--- src/lsa_pkg.sv ---
package lsa_pkg;

    // System clock.
    localparam longint unsigned CLK_HZ = 40_000_000;

    // Register offsets.
    localparam logic [7:0] ADDR_ONOFF = 8'h00;
    localparam logic [7:0] ADDR_LEVEL_ONE = 8'h01;
    localparam logic [7:0] ADDR_LEVEL_TWO = 8'h02;
    localparam logic [7:0] ADDR_LEVEL_THREE = 8'h03;
    localparam logic [7:0] ADDR_LEVEL_FOUR = 8'h04;
    localparam logic [7:0] ADDR_AUDIO_CTRL = 8'h05;
    localparam logic [7:0] ADDR_THRESH = 8'h06;
    localparam logic [7:0] ADDR_STATUS = 8'h07;

    // Field positions in the audio control register.
    localparam int AUD_SYNC_POS = 0;
    localparam int AUD_AGC_POS = 1;
    localparam int AUD_GAIN_POS = 2;
    localparam int AUD_SPEED_POS = 5;
    localparam int AUD_CORNER_POS = 7;
    // Field positions in the threshold register.
    localparam int THR_CODE_POS = 0;
    localparam int THR_AGC_POS = 4;

    // Reset values.
    localparam logic [3:0] RST_ONOFF = 4'h0;
    localparam logic [7:0] RST_LEVEL = 8'h00;
    localparam logic [7:0] RST_AUDIO_CTRL = 8'h00;
    localparam logic [3:0] RST_THRESH = 4'h0;
    localparam logic [7:0] RST_RDATA = 8'h00;

    // Converter sample rate and full-scale input swing.
    localparam longint unsigned FS_HZ = 32_000;
    localparam longint unsigned FULL_SCALE_MVPP = 1600;

    // High-pass corners and the Q16 one-pole coefficients derived from them.
    localparam longint unsigned HP_CORNER_LOW_HZ = 80;
    localparam longint unsigned HP_CORNER_HIGH_HZ = 510;
    localparam logic [13:0] HP_ALPHA_LOW =
        14'((2 * 314159 * HP_CORNER_LOW_HZ * 65536) / (100000 * FS_HZ));
    localparam logic [13:0] HP_ALPHA_HIGH =
        14'((2 * 314159 * HP_CORNER_HIGH_HZ * 65536) / (100000 * FS_HZ));

    // Refresh rates in hundredths of a hertz and their periods in cycles.
    localparam longint unsigned REFRESH_MID_CHZ = 1500;
    localparam longint unsigned REFRESH_SLOW_CHZ = 760;
    localparam longint unsigned REFRESH_SLOWEST_CHZ = 380;
    localparam longint unsigned REFRESH_MID_CYC = CLK_HZ * 100 / REFRESH_MID_CHZ;
    localparam longint unsigned REFRESH_SLOW_CYC =
        CLK_HZ * 100 / REFRESH_SLOW_CHZ;
    localparam longint unsigned REFRESH_SLOWEST_CYC =
        CLK_HZ * 100 / REFRESH_SLOWEST_CHZ;
    localparam int REFRESH_CNT_W = 24;

    // Gain steps: attenuation as a right shift, and the largest swing each
    // step is meant for, in millivolts peak-to-peak.
    localparam int unsigned GAIN_SHIFT [8] = '{0, 1, 2, 3, 4, 5, 6, 8};
    localparam longint unsigned AGC_LIMIT_MVPP [8] =
        '{10, 20, 40, 85, 170, 400, 800, 1600};
    localparam logic [15:0] ENV_DECAY_SHIFT = 16'h000A;

    // Threshold at the top code, in microvolts.
    localparam longint unsigned THR_TOP_UV = 2700;
    localparam longint unsigned THR_TOP_CODE = 15;

    localparam logic [7:0] LEVEL_MAX = 8'hFF;

    typedef struct packed {
        logic wr;
        logic rd;
        logic [7:0] addr;
        logic [7:0] wdata;
    } lsa_reg_req_t;

    typedef struct packed {
        logic valid;
        logic [15:0] a;
        logic [15:0] b;
    } lsa_audio_in_t;

    typedef struct packed {
        logic [3:0] on;
        logic [3:0][7:0] code;
    } lsa_sink_out_t;

    // Peak amplitude, in sample units, that a gain step is sized for.
    function automatic logic [15:0] agc_limit(input logic [2:0] code);
        return 16'(AGC_LIMIT_MVPP[code] * 65536 / (2 * FULL_SCALE_MVPP));
    endfunction

    // Threshold amplitude, in sample units, for a threshold code.
    function automatic logic [15:0] thr_limit(input logic [3:0] code);
        return 16'((longint'(code) * THR_TOP_UV * 65536) /
            (THR_TOP_CODE * FULL_SCALE_MVPP * 1000));
    endfunction

endpackage

--- src/lsa_dc_remover.sv ---
`timescale 1ns/1ps
`default_nettype none

// One-pole DC remover: a slow average of the input is tracked and subtracted.
module lsa_dc_remover
    import lsa_pkg::*;
(
    // Clock and reset.
    input wire logic clk_sys,
    input wire logic nrst,
    // Mixed samples.
    input wire logic in_valid,
    input wire logic [15:0] in_sample,
    input wire logic corner_high,
    // Filtered samples.
    output logic out_valid,
    output logic signed [16:0] out_sample
);

    typedef struct packed {
        logic [31:0] avg;
        logic signed [16:0] y;
        logic vld;
    } lsa_hp_state_t;

    lsa_hp_state_t st_ff;
    lsa_hp_state_t nxt_st;

    logic signed [33:0] diff;
    logic signed [48:0] prod;
    logic [13:0] alpha;

    always_comb begin
        nxt_st = st_ff;
        alpha = corner_high ? HP_ALPHA_HIGH : HP_ALPHA_LOW; // see (RL7)
        diff = $signed({2'b00, in_sample, 16'h0000}) -
            $signed({2'b00, st_ff.avg});
        prod = diff * $signed({1'b0, alpha});
        nxt_st.vld = in_valid;
        if (in_valid) begin
            nxt_st.avg = st_ff.avg + 32'(prod >>> 16);
            // The output is the input minus its running average.
            nxt_st.y = 17'($signed({1'b0, in_sample}) -
                $signed({1'b0, st_ff.avg[31:16]})); // see (RL7)
        end
    end

    always_ff @(posedge clk_sys or negedge nrst) begin
        if (!nrst) begin
            st_ff <= '0;
        end else begin
            st_ff <= nxt_st;
        end
    end

    assign out_valid = st_ff.vld;
    assign out_sample = st_ff.y;

endmodule

`default_nettype wire

--- src/lsa_led_sink_ctrl.sv ---
// How it works
// (RL1) Each sink is on/off switched, its current set by an 8-bit code.
// (RL2) Offset 00 holds the four on/off bits; off sinks ignore level.
// (RL3) The DAC code n gives n times 15 mA over 255.
// (RL4) Only sink one follows audio, using the processed signal's peak.
// (RL5) Both audio inputs are averaged into one stream for one filter.
// (RL6) Mix, convert, gain, then peak detect, all on digital samples; the code applies gain to the peak, after detection.
// (RL7) A high-pass removes DC; corner bit picks 80 Hz or 510 Hz.
// (RL8) Audio following runs while its enable bit is one.
// (RL9) With following on, the written sink one level is not used.
// (RL10) Auto gain bit picks automatic gain, else the manual gain field.
// (RL11) Manual gain codes 0 to 7 give 0 down to -46 dB; the code shifts code 7 right by 8, about -48 dB.
// (RL12) Refresh field: fastest, about 15, 7.6 or 3.8 Hz.
// (RL13) Threshold code 0 disables; codes rise to about 2.7 mV.
// (RL14) Auto gain picks the step that fits the input swing.
// (RL15) Host sets a threshold when the audio lines are noisy.
// (RL16) Each refresh tick turns the gained peak into sink one's code.
// (RL17) Peaks under the threshold give sink one zero brightness.
`timescale 1ns/1ps
`default_nettype none

module lsa_led_sink_ctrl
    import lsa_pkg::*;
#(
    parameter int unsigned REFRESH_MID_CYCLES = 32'(REFRESH_MID_CYC),
    parameter int unsigned REFRESH_SLOW_CYCLES =
        32'(REFRESH_SLOW_CYC),
    parameter int unsigned REFRESH_SLOWEST_CYCLES =
        32'(REFRESH_SLOWEST_CYC)
) (
    // Clock and reset.
    input wire logic clk_sys,
    input wire logic nrst,
    // Register access from the serial interface.
    input wire lsa_reg_req_t reg_req,
    output logic [7:0] reg_rdata,
    // Digitised audio from the converter.
    input wire lsa_audio_in_t audio_in,
    // Current sink drive.
    output lsa_sink_out_t sink_out
);

    typedef struct packed {
        logic [3:0] onoff;
        logic [3:0][7:0] level;
        logic sync_en;
        logic agc_en;
        logic [2:0] gain_sel;
        logic [1:0] speed;
        logic corner;
        logic [3:0] thresh;
        logic [7:0] rdata;
        logic [15:0] peak;
        logic [15:0] env;
        logic [2:0] agc_code;
        logic [7:0] audio_level;
        logic [REFRESH_CNT_W-1:0] rcnt;
        logic [3:0] drv_on;
        logic [3:0][7:0] drv_code;
    } lsa_state_t;

    lsa_state_t st_ff;
    lsa_state_t nxt_st;

    logic [16:0] mix_sum;
    logic [15:0] mix;
    logic hp_valid;
    logic signed [16:0] hp_sample;
    logic [16:0] mag_wide;
    logic [15:0] mag;
    logic [15:0] peak_cand;
    logic [15:0] env_decayed;
    logic [2:0] gain_code;
    logic tick;
    logic [REFRESH_CNT_W-1:0] rperiod;

    // Both channels are averaged so that one filter serves the pair.
    assign mix_sum = {1'b0, audio_in.a} + {1'b0, audio_in.b}; // see (RL5)
    assign mix = mix_sum[16:1];

    lsa_dc_remover u_dc_remover (
        .clk_sys(clk_sys),
        .nrst(nrst),
        .in_valid(audio_in.valid),
        .in_sample(mix),
        .corner_high(st_ff.corner),
        .out_valid(hp_valid),
        .out_sample(hp_sample)
    ); // see (RL6)

    // Amplitude after gain, scaled so the top of gain steps 0 to 6 nears
    // full brightness and the top of step 7 gives 160, then clipped to the DAC range.
    function automatic logic [7:0] level_from_peak(
        input logic [15:0] pk,
        input logic [2:0] code
    );
        logic [15:0] att;
        logic [16:0] scaled;
        att = pk >> GAIN_SHIFT[code]; // see (RL11)
        scaled = {1'b0, att} + {3'b000, att[15:2]};
        return (scaled > 17'(LEVEL_MAX)) ? LEVEL_MAX : scaled[7:0];
    endfunction

    // Smallest attenuation whose range still holds the envelope.
    function automatic logic [2:0] agc_pick(input logic [15:0] envelope);
        logic [2:0] pick;
        pick = 3'h7;
        for (int i = 7; i >= 0; i--) begin
            if (envelope <= agc_limit(3'(i))) begin
                pick = 3'(i);
            end
        end
        return pick;
    endfunction

    // Period of the selected refresh rate; code 00 has no timer.
    function automatic logic [REFRESH_CNT_W-1:0] refresh_period(
        input logic [1:0] sel
    );
        unique case (sel)
            2'b01: return REFRESH_CNT_W'(REFRESH_MID_CYCLES);
            2'b10: return REFRESH_CNT_W'(REFRESH_SLOW_CYCLES);
            2'b11: return REFRESH_CNT_W'(REFRESH_SLOWEST_CYCLES);
            2'b00: return '0;
        endcase
    endfunction

    // Next count of the refresh timer; it never wraps, as the compare
    // restarts it before the top of its range.
    function automatic logic [REFRESH_CNT_W-1:0] count_up(
        input logic [REFRESH_CNT_W-1:0] cnt
    );
        return cnt + 1'b1;
    endfunction

    // An off sink draws nothing, whatever code it holds.
    function automatic logic [7:0] gate_code(
        input logic on,
        input logic [7:0] code
    );
        return on ? code : 8'h00;
    endfunction

    always_comb begin
        nxt_st = st_ff;

        // Register writes.
        if (reg_req.wr) begin
            unique case (reg_req.addr)
                ADDR_ONOFF: begin
                    nxt_st.onoff = reg_req.wdata[3:0]; // see (RL2)
                end
                ADDR_LEVEL_ONE: begin
                    nxt_st.level[0] = reg_req.wdata;
                end
                ADDR_LEVEL_TWO: begin
                    nxt_st.level[1] = reg_req.wdata;
                end
                ADDR_LEVEL_THREE: begin
                    nxt_st.level[2] = reg_req.wdata;
                end
                ADDR_LEVEL_FOUR: begin
                    nxt_st.level[3] = reg_req.wdata;
                end
                ADDR_AUDIO_CTRL: begin
                    nxt_st.sync_en = reg_req.wdata[AUD_SYNC_POS];
                    nxt_st.agc_en = reg_req.wdata[AUD_AGC_POS];
                    nxt_st.gain_sel = reg_req.wdata[AUD_GAIN_POS +: 3];
                    nxt_st.speed = reg_req.wdata[AUD_SPEED_POS +: 2];
                    nxt_st.corner = reg_req.wdata[AUD_CORNER_POS];
                end
                ADDR_THRESH: begin
                    nxt_st.thresh = reg_req.wdata[THR_CODE_POS +: 4];
                end
                default: begin
                end
            endcase
        end

        // Register reads answer on the next edge; unmapped offsets read 00.
        // A read in the same cycle as a write returns the older value.
        if (reg_req.rd) begin
            unique case (reg_req.addr)
                ADDR_ONOFF: begin
                    nxt_st.rdata = {4'h0, st_ff.onoff};
                end
                ADDR_LEVEL_ONE: begin
                    nxt_st.rdata = st_ff.level[0];
                end
                ADDR_LEVEL_TWO: begin
                    nxt_st.rdata = st_ff.level[1];
                end
                ADDR_LEVEL_THREE: begin
                    nxt_st.rdata = st_ff.level[2];
                end
                ADDR_LEVEL_FOUR: begin
                    nxt_st.rdata = st_ff.level[3];
                end
                ADDR_AUDIO_CTRL: begin
                    nxt_st.rdata = {st_ff.corner, st_ff.speed,
                        st_ff.gain_sel, st_ff.agc_en, st_ff.sync_en};
                end
                ADDR_THRESH: begin
                    nxt_st.rdata = {1'b0, st_ff.agc_code, st_ff.thresh};
                end
                ADDR_STATUS: begin
                    nxt_st.rdata = st_ff.audio_level;
                end
                default: begin
                    nxt_st.rdata = RST_RDATA;
                end
            endcase
        end

        // Magnitude of the filtered sample, clipped to 16 bits.
        mag_wide = hp_sample[16] ? 17'(-hp_sample) : 17'(hp_sample);
        mag = mag_wide[16] ? 16'hFFFF : mag_wide[15:0];
        peak_cand = st_ff.peak;
        if (hp_valid && (mag > st_ff.peak)) begin
            peak_cand = mag; // see (RL4)
        end

        // Slowly decaying envelope drives the automatic gain choice.
        env_decayed = st_ff.env - (st_ff.env >> ENV_DECAY_SHIFT);
        if (hp_valid) begin
            nxt_st.env = (mag > env_decayed) ? mag : env_decayed;
            nxt_st.agc_code = agc_pick(nxt_st.env); // see (RL14)
        end
        gain_code = st_ff.agc_en ? st_ff.agc_code : st_ff.gain_sel; // see (RL10)

        // Refresh timer; the fastest setting refreshes on every sample.
        rperiod = refresh_period(st_ff.speed);
        tick = 1'b0;
        if (st_ff.speed == 2'b00) begin
            tick = hp_valid; // see (RL12)
            nxt_st.rcnt = '0;
        end else if (count_up(st_ff.rcnt) >= rperiod) begin
            tick = 1'b1; // see (RL12)
            nxt_st.rcnt = '0;
        end else begin
            nxt_st.rcnt = count_up(st_ff.rcnt);
        end

        // A new peak window opens at every refresh tick.
        nxt_st.peak = peak_cand;
        if (tick) begin
            nxt_st.peak = '0;
            // The threshold meets the peak before gain, so it gates the
            // same noise whatever gain is chosen.
            if ((st_ff.thresh != 4'h0) &&
                (peak_cand < thr_limit(st_ff.thresh))) begin
                nxt_st.audio_level = 8'h00; // see (RL13) (RL17)
            end else begin
                nxt_st.audio_level = level_from_peak(peak_cand,
                    gain_code); // see (RL16)
            end
        end

        // Drive codes: an off sink draws nothing whatever its level.
        nxt_st.drv_on = st_ff.onoff; // see (RL1)
        for (int i = 0; i < 4; i++) begin
            nxt_st.drv_code[i] = gate_code(st_ff.onoff[i],
                st_ff.level[i]); // see (RL2) (RL3)
        end
        // Following replaces the written level of sink one, which stays
        // stored and readable and takes over again once following stops.
        if (st_ff.sync_en) begin
            nxt_st.drv_code[0] = gate_code(st_ff.onoff[0],
                st_ff.audio_level); // see (RL8) (RL9)
        end
    end

    always_ff @(posedge clk_sys or negedge nrst) begin
        if (!nrst) begin
            st_ff.onoff <= RST_ONOFF;
            st_ff.level <= {4{RST_LEVEL}};
            st_ff.sync_en <= RST_AUDIO_CTRL[AUD_SYNC_POS];
            st_ff.agc_en <= RST_AUDIO_CTRL[AUD_AGC_POS];
            st_ff.gain_sel <= RST_AUDIO_CTRL[AUD_GAIN_POS +: 3];
            st_ff.speed <= RST_AUDIO_CTRL[AUD_SPEED_POS +: 2];
            st_ff.corner <= RST_AUDIO_CTRL[AUD_CORNER_POS];
            st_ff.thresh <= RST_THRESH;
            st_ff.rdata <= RST_RDATA;
            st_ff.peak <= '0;
            st_ff.env <= '0;
            st_ff.agc_code <= '0;
            st_ff.audio_level <= '0;
            st_ff.rcnt <= '0;
            st_ff.drv_on <= '0;
            st_ff.drv_code <= '0;
        end else begin
            st_ff <= nxt_st;
        end
    end

    // The sink DAC turns each code into code/255 of full-scale current.
    assign sink_out.on = st_ff.drv_on;
    assign sink_out.code = st_ff.drv_code; // see (RL3)
    assign reg_rdata = st_ff.rdata;

endmodule

`default_nettype wire

--- config.mk ---
export PLATFORM = sky130hd
export DESIGN_NAME = lsa_led_sink_ctrl
export DESIGN_NICKNAME = d
export VERILOG_FILES = /design/src/lsa_pkg.sv /design/src/lsa_dc_remover.sv /design/src/lsa_led_sink_ctrl.sv
export SDC_FILE = /design/constraint.sdc
export NUM_CORES = 1
export LEC_CHECK = 0
export BUFFER_PORTS_ARGS = -buffer_cell sky130_fd_sc_hd__buf_2
export CORE_ASPECT_RATIO = 0.75
export CORE_UTILIZATION = 55
export DETAILED_ROUTE_END_ITERATION = 8
export GPL_TIMING_DRIVEN = 0
export HOLD_SLACK_MARGIN = 0.08
export PLACE_DENSITY = 0.72
export SLEW_MARGIN = 10
export SYNTH_ARGS = -nofsm -noshare
export SYNTH_HDL_FRONTEND = slang
export SYNTH_SLANG_ARGS = --single-unit
--- constraint.sdc ---
create_clock -name clk_sys -period 21.5 [get_ports clk_sys]
set_input_delay 3.225 -clock clk_sys [delete_from_list [all_inputs] [get_ports clk_sys]]
set_output_delay 3.225 -clock clk_sys [all_outputs]
set_load 0.02 [all_outputs]
# ---- Yosys cells after proc, flatten, opt, wreduce, memory -nomap -nowiden
# Memories as Yosys holds them, arrays and structs flattened.
# Index checks and enable logic that the tools add are counted.
dict set report classes {
  add_sub_neg 8
  mul 2
  div 1
  n_lt_le_gt_ge 13
  n_eq_ne 10
  shift 1
  n_mux 30
  bitwise_logic 1
  reduce_logical 12
}
# cell n
set op_table {}
lappend op_table {{24-bit one-hot mux with 4 select lines} 1}
lappend op_table {{32-bit by 25-bit divider with 64-bit output (second input constant)} 1}
lappend op_table {{16-bit two-way mux} 4}
lappend op_table {{32-bit two-way mux} 2}
lappend op_table {{8-bit two-way mux} 8}
lappend op_table {{8-bit one-hot mux with 8 select lines} 1}
lappend op_table {{24-bit two-way mux} 2}
lappend op_table {{33-bit by 14-bit multiplier with 47-bit output} 1}
lappend op_table {{32-bit by 32-bit subtractor with 33-bit output} 1}
lappend op_table {{32-bit adder} 1}
lappend op_table {{8-bit by 3-bit equality test with 1-bit output (second input constant)} 4}
lappend op_table {{16-bit > comparator} 2}
lappend op_table {{16-bit by 32-bit right shift with 16-bit output} 1}
lappend op_table {{24-bit by 1-bit adder with 24-bit output (second input constant)} 1}
lappend op_table {{24-bit greater-or-equal comparator} 1}
lappend op_table {{3-bit two-way mux} 7}
lappend op_table {{16-bit by 14-bit adder with 17-bit output} 1}
lappend op_table {{16-bit by 16-bit adder with 17-bit output} 1}
lappend op_table {{17-bit by 8-bit > comparator with 1-bit output (second input constant)} 1}
lappend op_table {{17-bit two-way mux} 1}
lappend op_table {{17-bit negator} 1}
lappend op_table {{16-bit by 16-bit subtractor with 17-bit output} 1}
lappend op_table {{8-bit by 2-bit equality test with 1-bit output (second input constant)} 2}
lappend op_table {{16-bit by 10-bit less-or-equal comparator with 1-bit output (second input constant)} 1}
lappend op_table {{21 further kinds} 31}
dict set report totals {
  reg_bits 209
  mem_bits_ro 256
  input_bits 53
  out_inout_bits 44
  wordCells 104
  memories 1
}
# memory depth word_bits read_ports rd_clocked_by_memory_dff wr line
set memory_table {}
lappend memory_table {{(name not given)} 8 32 1 0 0 lsa_led_sink_ctrl.sv:99} ;# att = pk >> GAIN_SHIFT[code];

# ---- Longest topological paths before layout
dict set report depth {
  depth_word 13
  depth_mapped 61
}

# ---- By module
# A second synthesis with hierarchy kept.
dict set report unflattened {
  hier_cells 3549
  hier_area_um2 31530.2
}
# module instances cells_each area_per_inst_um2
set by_module_without_submodules {}
lappend by_module_without_submodules {lsa_led_sink_ctrl 1 2004 16827.4}
lappend by_module_without_submodules {lsa_dc_remover 1 1545 14702.9}

# ---- Worst setup path after synthesis
# No wires, ideal clock.
dict set report synth_path {
  kind {input port to flip-flop}
  startpoint {input audio_in[0] (netlist bit)}
  endpoint {register u_dc_remover.st_ff[48] (netlist bit)}
  arrival_time_ns 14.754
  t_required_ns 21.375
  setup_slack_ns 6.621
  cell_stages 49
  n_path_buf 1
  cell_sequence {and2_1 > fa_1 > a21oi_1 > nor2_1 > nor2_1 > o21bai_1 > a21oi_1 > o21bai_1 > a21oi_1 > o21bai_1 > a21oi_1 > o21bai_1 > a21oi_1 > o21bai_1 > a21oi_1 > xnor2_1 > ha_1 > clkbuf_1 > [... 13 more ...] > o21ai_0 > nand2b_1 > xor2_1 > ha_1 > a21oi_1 > o21bai_1 > a21oi_1 > o21bai_1 > a21oi_1 > o21bai_1 > a21oi_1 > nor2_1 > o21a_1 > o21ai_0 > nand2b_1 > a21oi_1 > xnor2_1 > mux2_2}
}
dict set report synth_via {
  elab_chain_len 4
}
# item line
set synth_rtl {}
lappend synth_rtl {{start: declaration} lsa_led_sink_ctrl.sv:38} ;# input wire lsa_audio_in_t audio_in,
lappend synth_rtl {{16-bit by 16-bit adder with 17-bit output} lsa_led_sink_ctrl.sv:78} ;# assign mix_sum = {1'b0, audio_in.a} + {1'b0, audio_in.b};
lappend synth_rtl {{32-bit by 32-bit subtractor with 33-bit output} lsa_dc_remover.sv:36} ;# diff = $signed({2'b00, in_sample, 16'h0000}) -
lappend synth_rtl {{33-bit by 14-bit multiplier with 47-bit output} lsa_dc_remover.sv:38} ;# prod = diff * $signed({1'b0, alpha});
lappend synth_rtl {{32-bit adder} lsa_dc_remover.sv:41} ;# nxt_st.avg = st_ff.avg + 32'(prod >>> 16);
lappend synth_rtl {{end signal: assignment} lsa_dc_remover.sv:52} ;# st_ff <= nxt_st;
lappend synth_rtl {{end: declaration} lsa_dc_remover.sv:26} ;# lsa_hp_state_t st_ff;
# Every way passes these cells.
# A chain may end at the register's enable or synchronous reset.

# ---- Final worst setup path
dict set report layout_path {
  startpoint {register st_ff[114] (netlist bit)}
  endpoint {register st_ff[66] (netlist bit)}
}
dict set report layout_via {
  elab_chain_len 5
  elab_cells_between_ends 6
  cone_classes {mul: 1; div: 1; order compare: 1; mux: 1; reduce/logical: 2}
}
# item line
set layout_rtl {}
lappend layout_rtl {{start: declaration} lsa_led_sink_ctrl.sv:62} ;# lsa_state_t st_ff;
lappend layout_rtl {{start signal: assignment} lsa_led_sink_ctrl.sv:292} ;# st_ff <= nxt_st;
lappend layout_rtl {{4-bit by 10-bit multiplier with 14-bit output} lsa_pkg.sv:94} ;# return 16'((longint'(code) * THR_TOP_UV * 65536) /
lappend layout_rtl {{32-bit by 25-bit divider with 64-bit output} lsa_pkg.sv:94}
lappend layout_rtl {{16-bit < comparator} lsa_led_sink_ctrl.sv:251} ;# (peak_cand < thr_limit(st_ff.thresh))) begin
lappend layout_rtl {{1-bit logical AND (*)} lsa_led_sink_ctrl.sv:250} ;# if ((st_ff.thresh != 4'h0) &&
lappend layout_rtl {{8-bit two-way mux (*)} lsa_led_sink_ctrl.sv:250}
# Every way passes the cells marked *; elsewhere a longest branch is shown, timed or not.

==> run summary <==
==================================================================================
Status                                                                finished, final reports clean
Final hold violation count                                                       0
Async SR Flop Fraction                                                        100%
Max Fclk                                                                  56.6 MHz
Clock latency on the worst-skew pair                                       0.52 ns
Maximum number of buffers from clock root to sink                                3
Number of distinct library cells after synthesis                               127
CP Data Required Time                                                     21.95 ns
Number of placed I/O pins                                                       97
Setup slack, reg-to-reg                                                    3.83 ns
Vias per inst                                                                 5.74
Number of buffers inserted during clock tree synthesis                          21
Max-slew headroom at the worst pin                                           23.1%
Arr. time, crit path                                                      18.12 ns
Routability-driven placement congestion ratio                                0.915
Measured slew at the worst slew-check pin                                  1.14 ns
Worst reg-to-reg path cell count                                                54
Hold slack final                                                          0.473 ns
Sort of element at the start of the critical path                             flop
Post-layout net count                                                         4387
DRT Wirelength                                                            77300 µm
Critical Path End                                                     st_ff[66]$_DFFE_PN0N_
Clock tree from TritonCTS                                                     done
Share of final-layout standard cells stronger than drive strength 1          10.8%
Final setup TNS                                                               0 ns
Die extent in y                                                             209 µm
Row cnt                                                                         75
H-tree Lvls                                                                      1
Detailed-route via count                                                     25826
Hold buffer count at CTS                                                         0
Horizontal extent of the die                                                278 µm
Maximum cell stage delay along the critical path                           0.88 ns
Vias in the first global route                                               24610
Count of antenna-violating nets left after detailed routing                      0
Clock sinks                                                                    209
Number of enable flip-flop cells after synthesis                                 0
Layout Area Growth over Synthesis                                            7.51%
Final Max Slew Viols                                                             0
Post-CTS setup buffer count                                                      0
Root cell of the clock tree                                           sky130_fd_sc_hd__clkbuf_16
Crit share post-route                                                        82.2%
Initial antenna violation count                                                  0
Worst hold path type                                                  flop to flop
Average wire per cell in the routed design                                 17.2 µm
Flops & latches, synth                                                         209
Maximum capacitance violations                                                   0
Fraction of the yosys area taken by sequential cells                         16.7%
Reg2reg end                                                           st_ff[66]$_DFFE_PN0N_
1st-iter DRT viols                                                            2406
Cell seen most often among critical-path stages                       sky130_fd_sc_hd__ha_1
Total of endpoints with negative setup slack in the final report                 0
Port Buffer Count                                                               93
Number of diodes                                                                 0
Yosys warnings                                                                   0
Cell count after synthesis                                                    3601
Overflow left after global routing                                               0
Dominant synthesized flop cell                                        sky130_fd_sc_hd__dfrtp_1
Clock transition at path regs                                              0.07 ns
Maximum number of pins on one net before global-route repair                    78
Number of detailed-routing iterations run before antenna repair                  8
Shortest clock period the worst path allows after layout                  17.67 ns
Launch instance of the worst register-to-register path                st_ff[114]$_DFFE_PN0P_
CTS resizes                                                                      0
RSZ-0062 raised after global routing                                         false
Worst Setup Slack post-DPL                                                 4.27 ns
Kind of capture point of the worst setup path                                 flop
Category of the critical setup timing path                            flop to flop
Synth Cell Area                                                          31400 µm²
Beginning of the critical path                                        st_ff[114]$_DFFE_PN0P_
Worst Path Max Fanout                                                           11
Placeable core region                                                    56100 µm²
Per-instance average area after synthesis                                 8.72 µm²
Effective utilization at floorplan                                           56.0%
DRC                                                                              0
First-pass GRT wire length                                               128000 µm
Area of the die                                                          58100 µm²
Clock skew after layout                                                 0.00823 ns
Worst-path cell with the longest stage delay                          sky130_fd_sc_hd__a221oi_2
Detailed placer's ending HPWL                                             64200 µm
Least setup slack across all paths after layout                            3.83 ns
Total track usage                                                            26.9%
Final design utilization                                                     60.2%
==================================================================================
[logic make-up (layout without fill, tap and decap cells)]
group                      Yosys count  after routing  share of synthesized area [%]
DFF                                209            209                           16.7
other                                2             32                         0.0239
buffers and inverters              704            840                           9.17
muxes                              178            178                           6.26
adders and majority gates          583            583                           29.1
AOI/OAI and AO/OA                  735            735                           16.5
and+or+nand+nor                    942            942                           15.3
xor gates and xnor gates           248            248                           6.99
[registers in the layout, indices dropped and copies added, names as in the netlist]
signal and flops:
st_ff 111, sink_out 36, u_dc_remover.st_ff 32, u_dc_remover.out_sample 17
reg_rdata 8, nxt_st 4, u_dc_remover.out_valid 1
[critical path, delay by kind of cell, from the launching register on]
family          cells  cell delay (ns)
xor+xnor            5             1.44
mux                 2             0.84
simple gates       12             3.37
compound gates     21             7.33
buf+inv             7             1.99
fa+ha+maj           7             1.99
flops               1             0.56
[metrics by stage]
step / instances / area (µm²)
finish: 4498 / 33800
global route: 4498 / 33800
CTS: 4498 / 33800
detailed placement: 4460 / 33000
global placement: 4455 / 32900
floorplan: 3631 / 31500
[placed cells by master (no fill, tap or decap), drive strengths merged, types with 12 or more instances in the layout]
master	count
inv	571
ha	337
fa	245
nand2	219
dfrtp	209
nor2	198
a21oi	183
buf	174
xnor2	173
o21ai	141
mux2	91
clkbuf	86
mux2i	82
and2	81
nor3	77
xor2	75
nor2b	68
nand3	63
a21o	56
o21bai	51
nand2b	44
or2	39
and3	38
a31oi	37
conb	32
nand4	31
or3	30
a211oi	28
o22ai	27
o211ai	24
nor4	20
o31ai	18
o21a	17
a211o	14
or4	12
[per-layer routing]
metal / share of wire (%) / vias up / GRT usage [%]
met5: 0 / - / 0
met4: 1.0 / 0 / 3.11
met3: 7.8 / 65 / 3.23
met2: 40 / 894 / 38.3
met1: 51 / 12367 / 44.0
li1: - / 12500 / -
[Yosys cell counts, drive strengths merged, types with 77 or more instances]
cell type  instances  share of area, %
mux2              91               3.3
ha               337                13
nor2             198               2.4
fa               245                16
xnor2            173               4.8
mux2i             82               2.6
and2              81               1.6
nand2            219               2.6
inv              569               6.8
o21ai            141               2.3
a21oi            183               2.9
nor3              77               1.3
dfrtp            209                17
[layout make-up]
class	count	area [µm²]
inverters	570	2140
clock inverters	10	158
multi-input cells	2718	23400
clock buffers	28	602
flip-flops and latches	209	5230
repair buffers	98	557
fillers	4939	22400
plain buffers	134	737
well taps	731	915
[worst min-delay path by stage]
| stage | cells past startpoint | endpoint | from |
|---|---|---|---|
| 6_report | 1 | u_dc_remover.st_ff[49]$_DFFE_PN0P_ | u_dc_remover.st_ff[49]$_DFFE_PN0P_ |
| 5_1_grt | 1 | u_dc_remover.st_ff[49]$_DFFE_PN0P_ | u_dc_remover.st_ff[49]$_DFFE_PN0P_ |
| 4_1_cts | 1 | u_dc_remover.st_ff[49]$_DFFE_PN0P_ | u_dc_remover.st_ff[49]$_DFFE_PN0P_ |
| 3_5_place_dp | 1 | u_dc_remover.st_ff[49]$_DFFE_PN0P_ | u_dc_remover.st_ff[49]$_DFFE_PN0P_ |
| 3_3_place_gp | 1 | u_dc_remover.st_ff[49]$_DFFE_PN0P_ | u_dc_remover.st_ff[49]$_DFFE_PN0P_ |
| 2_1_floorplan | 1 | u_dc_remover.st_ff[49]$_DFFE_PN0P_ | u_dc_remover.st_ff[49]$_DFFE_PN0P_ |
Power is left out: the tool's default activity adds up to more than one toggle a clock period on the data nets, which glitch-free logic cannot reach.
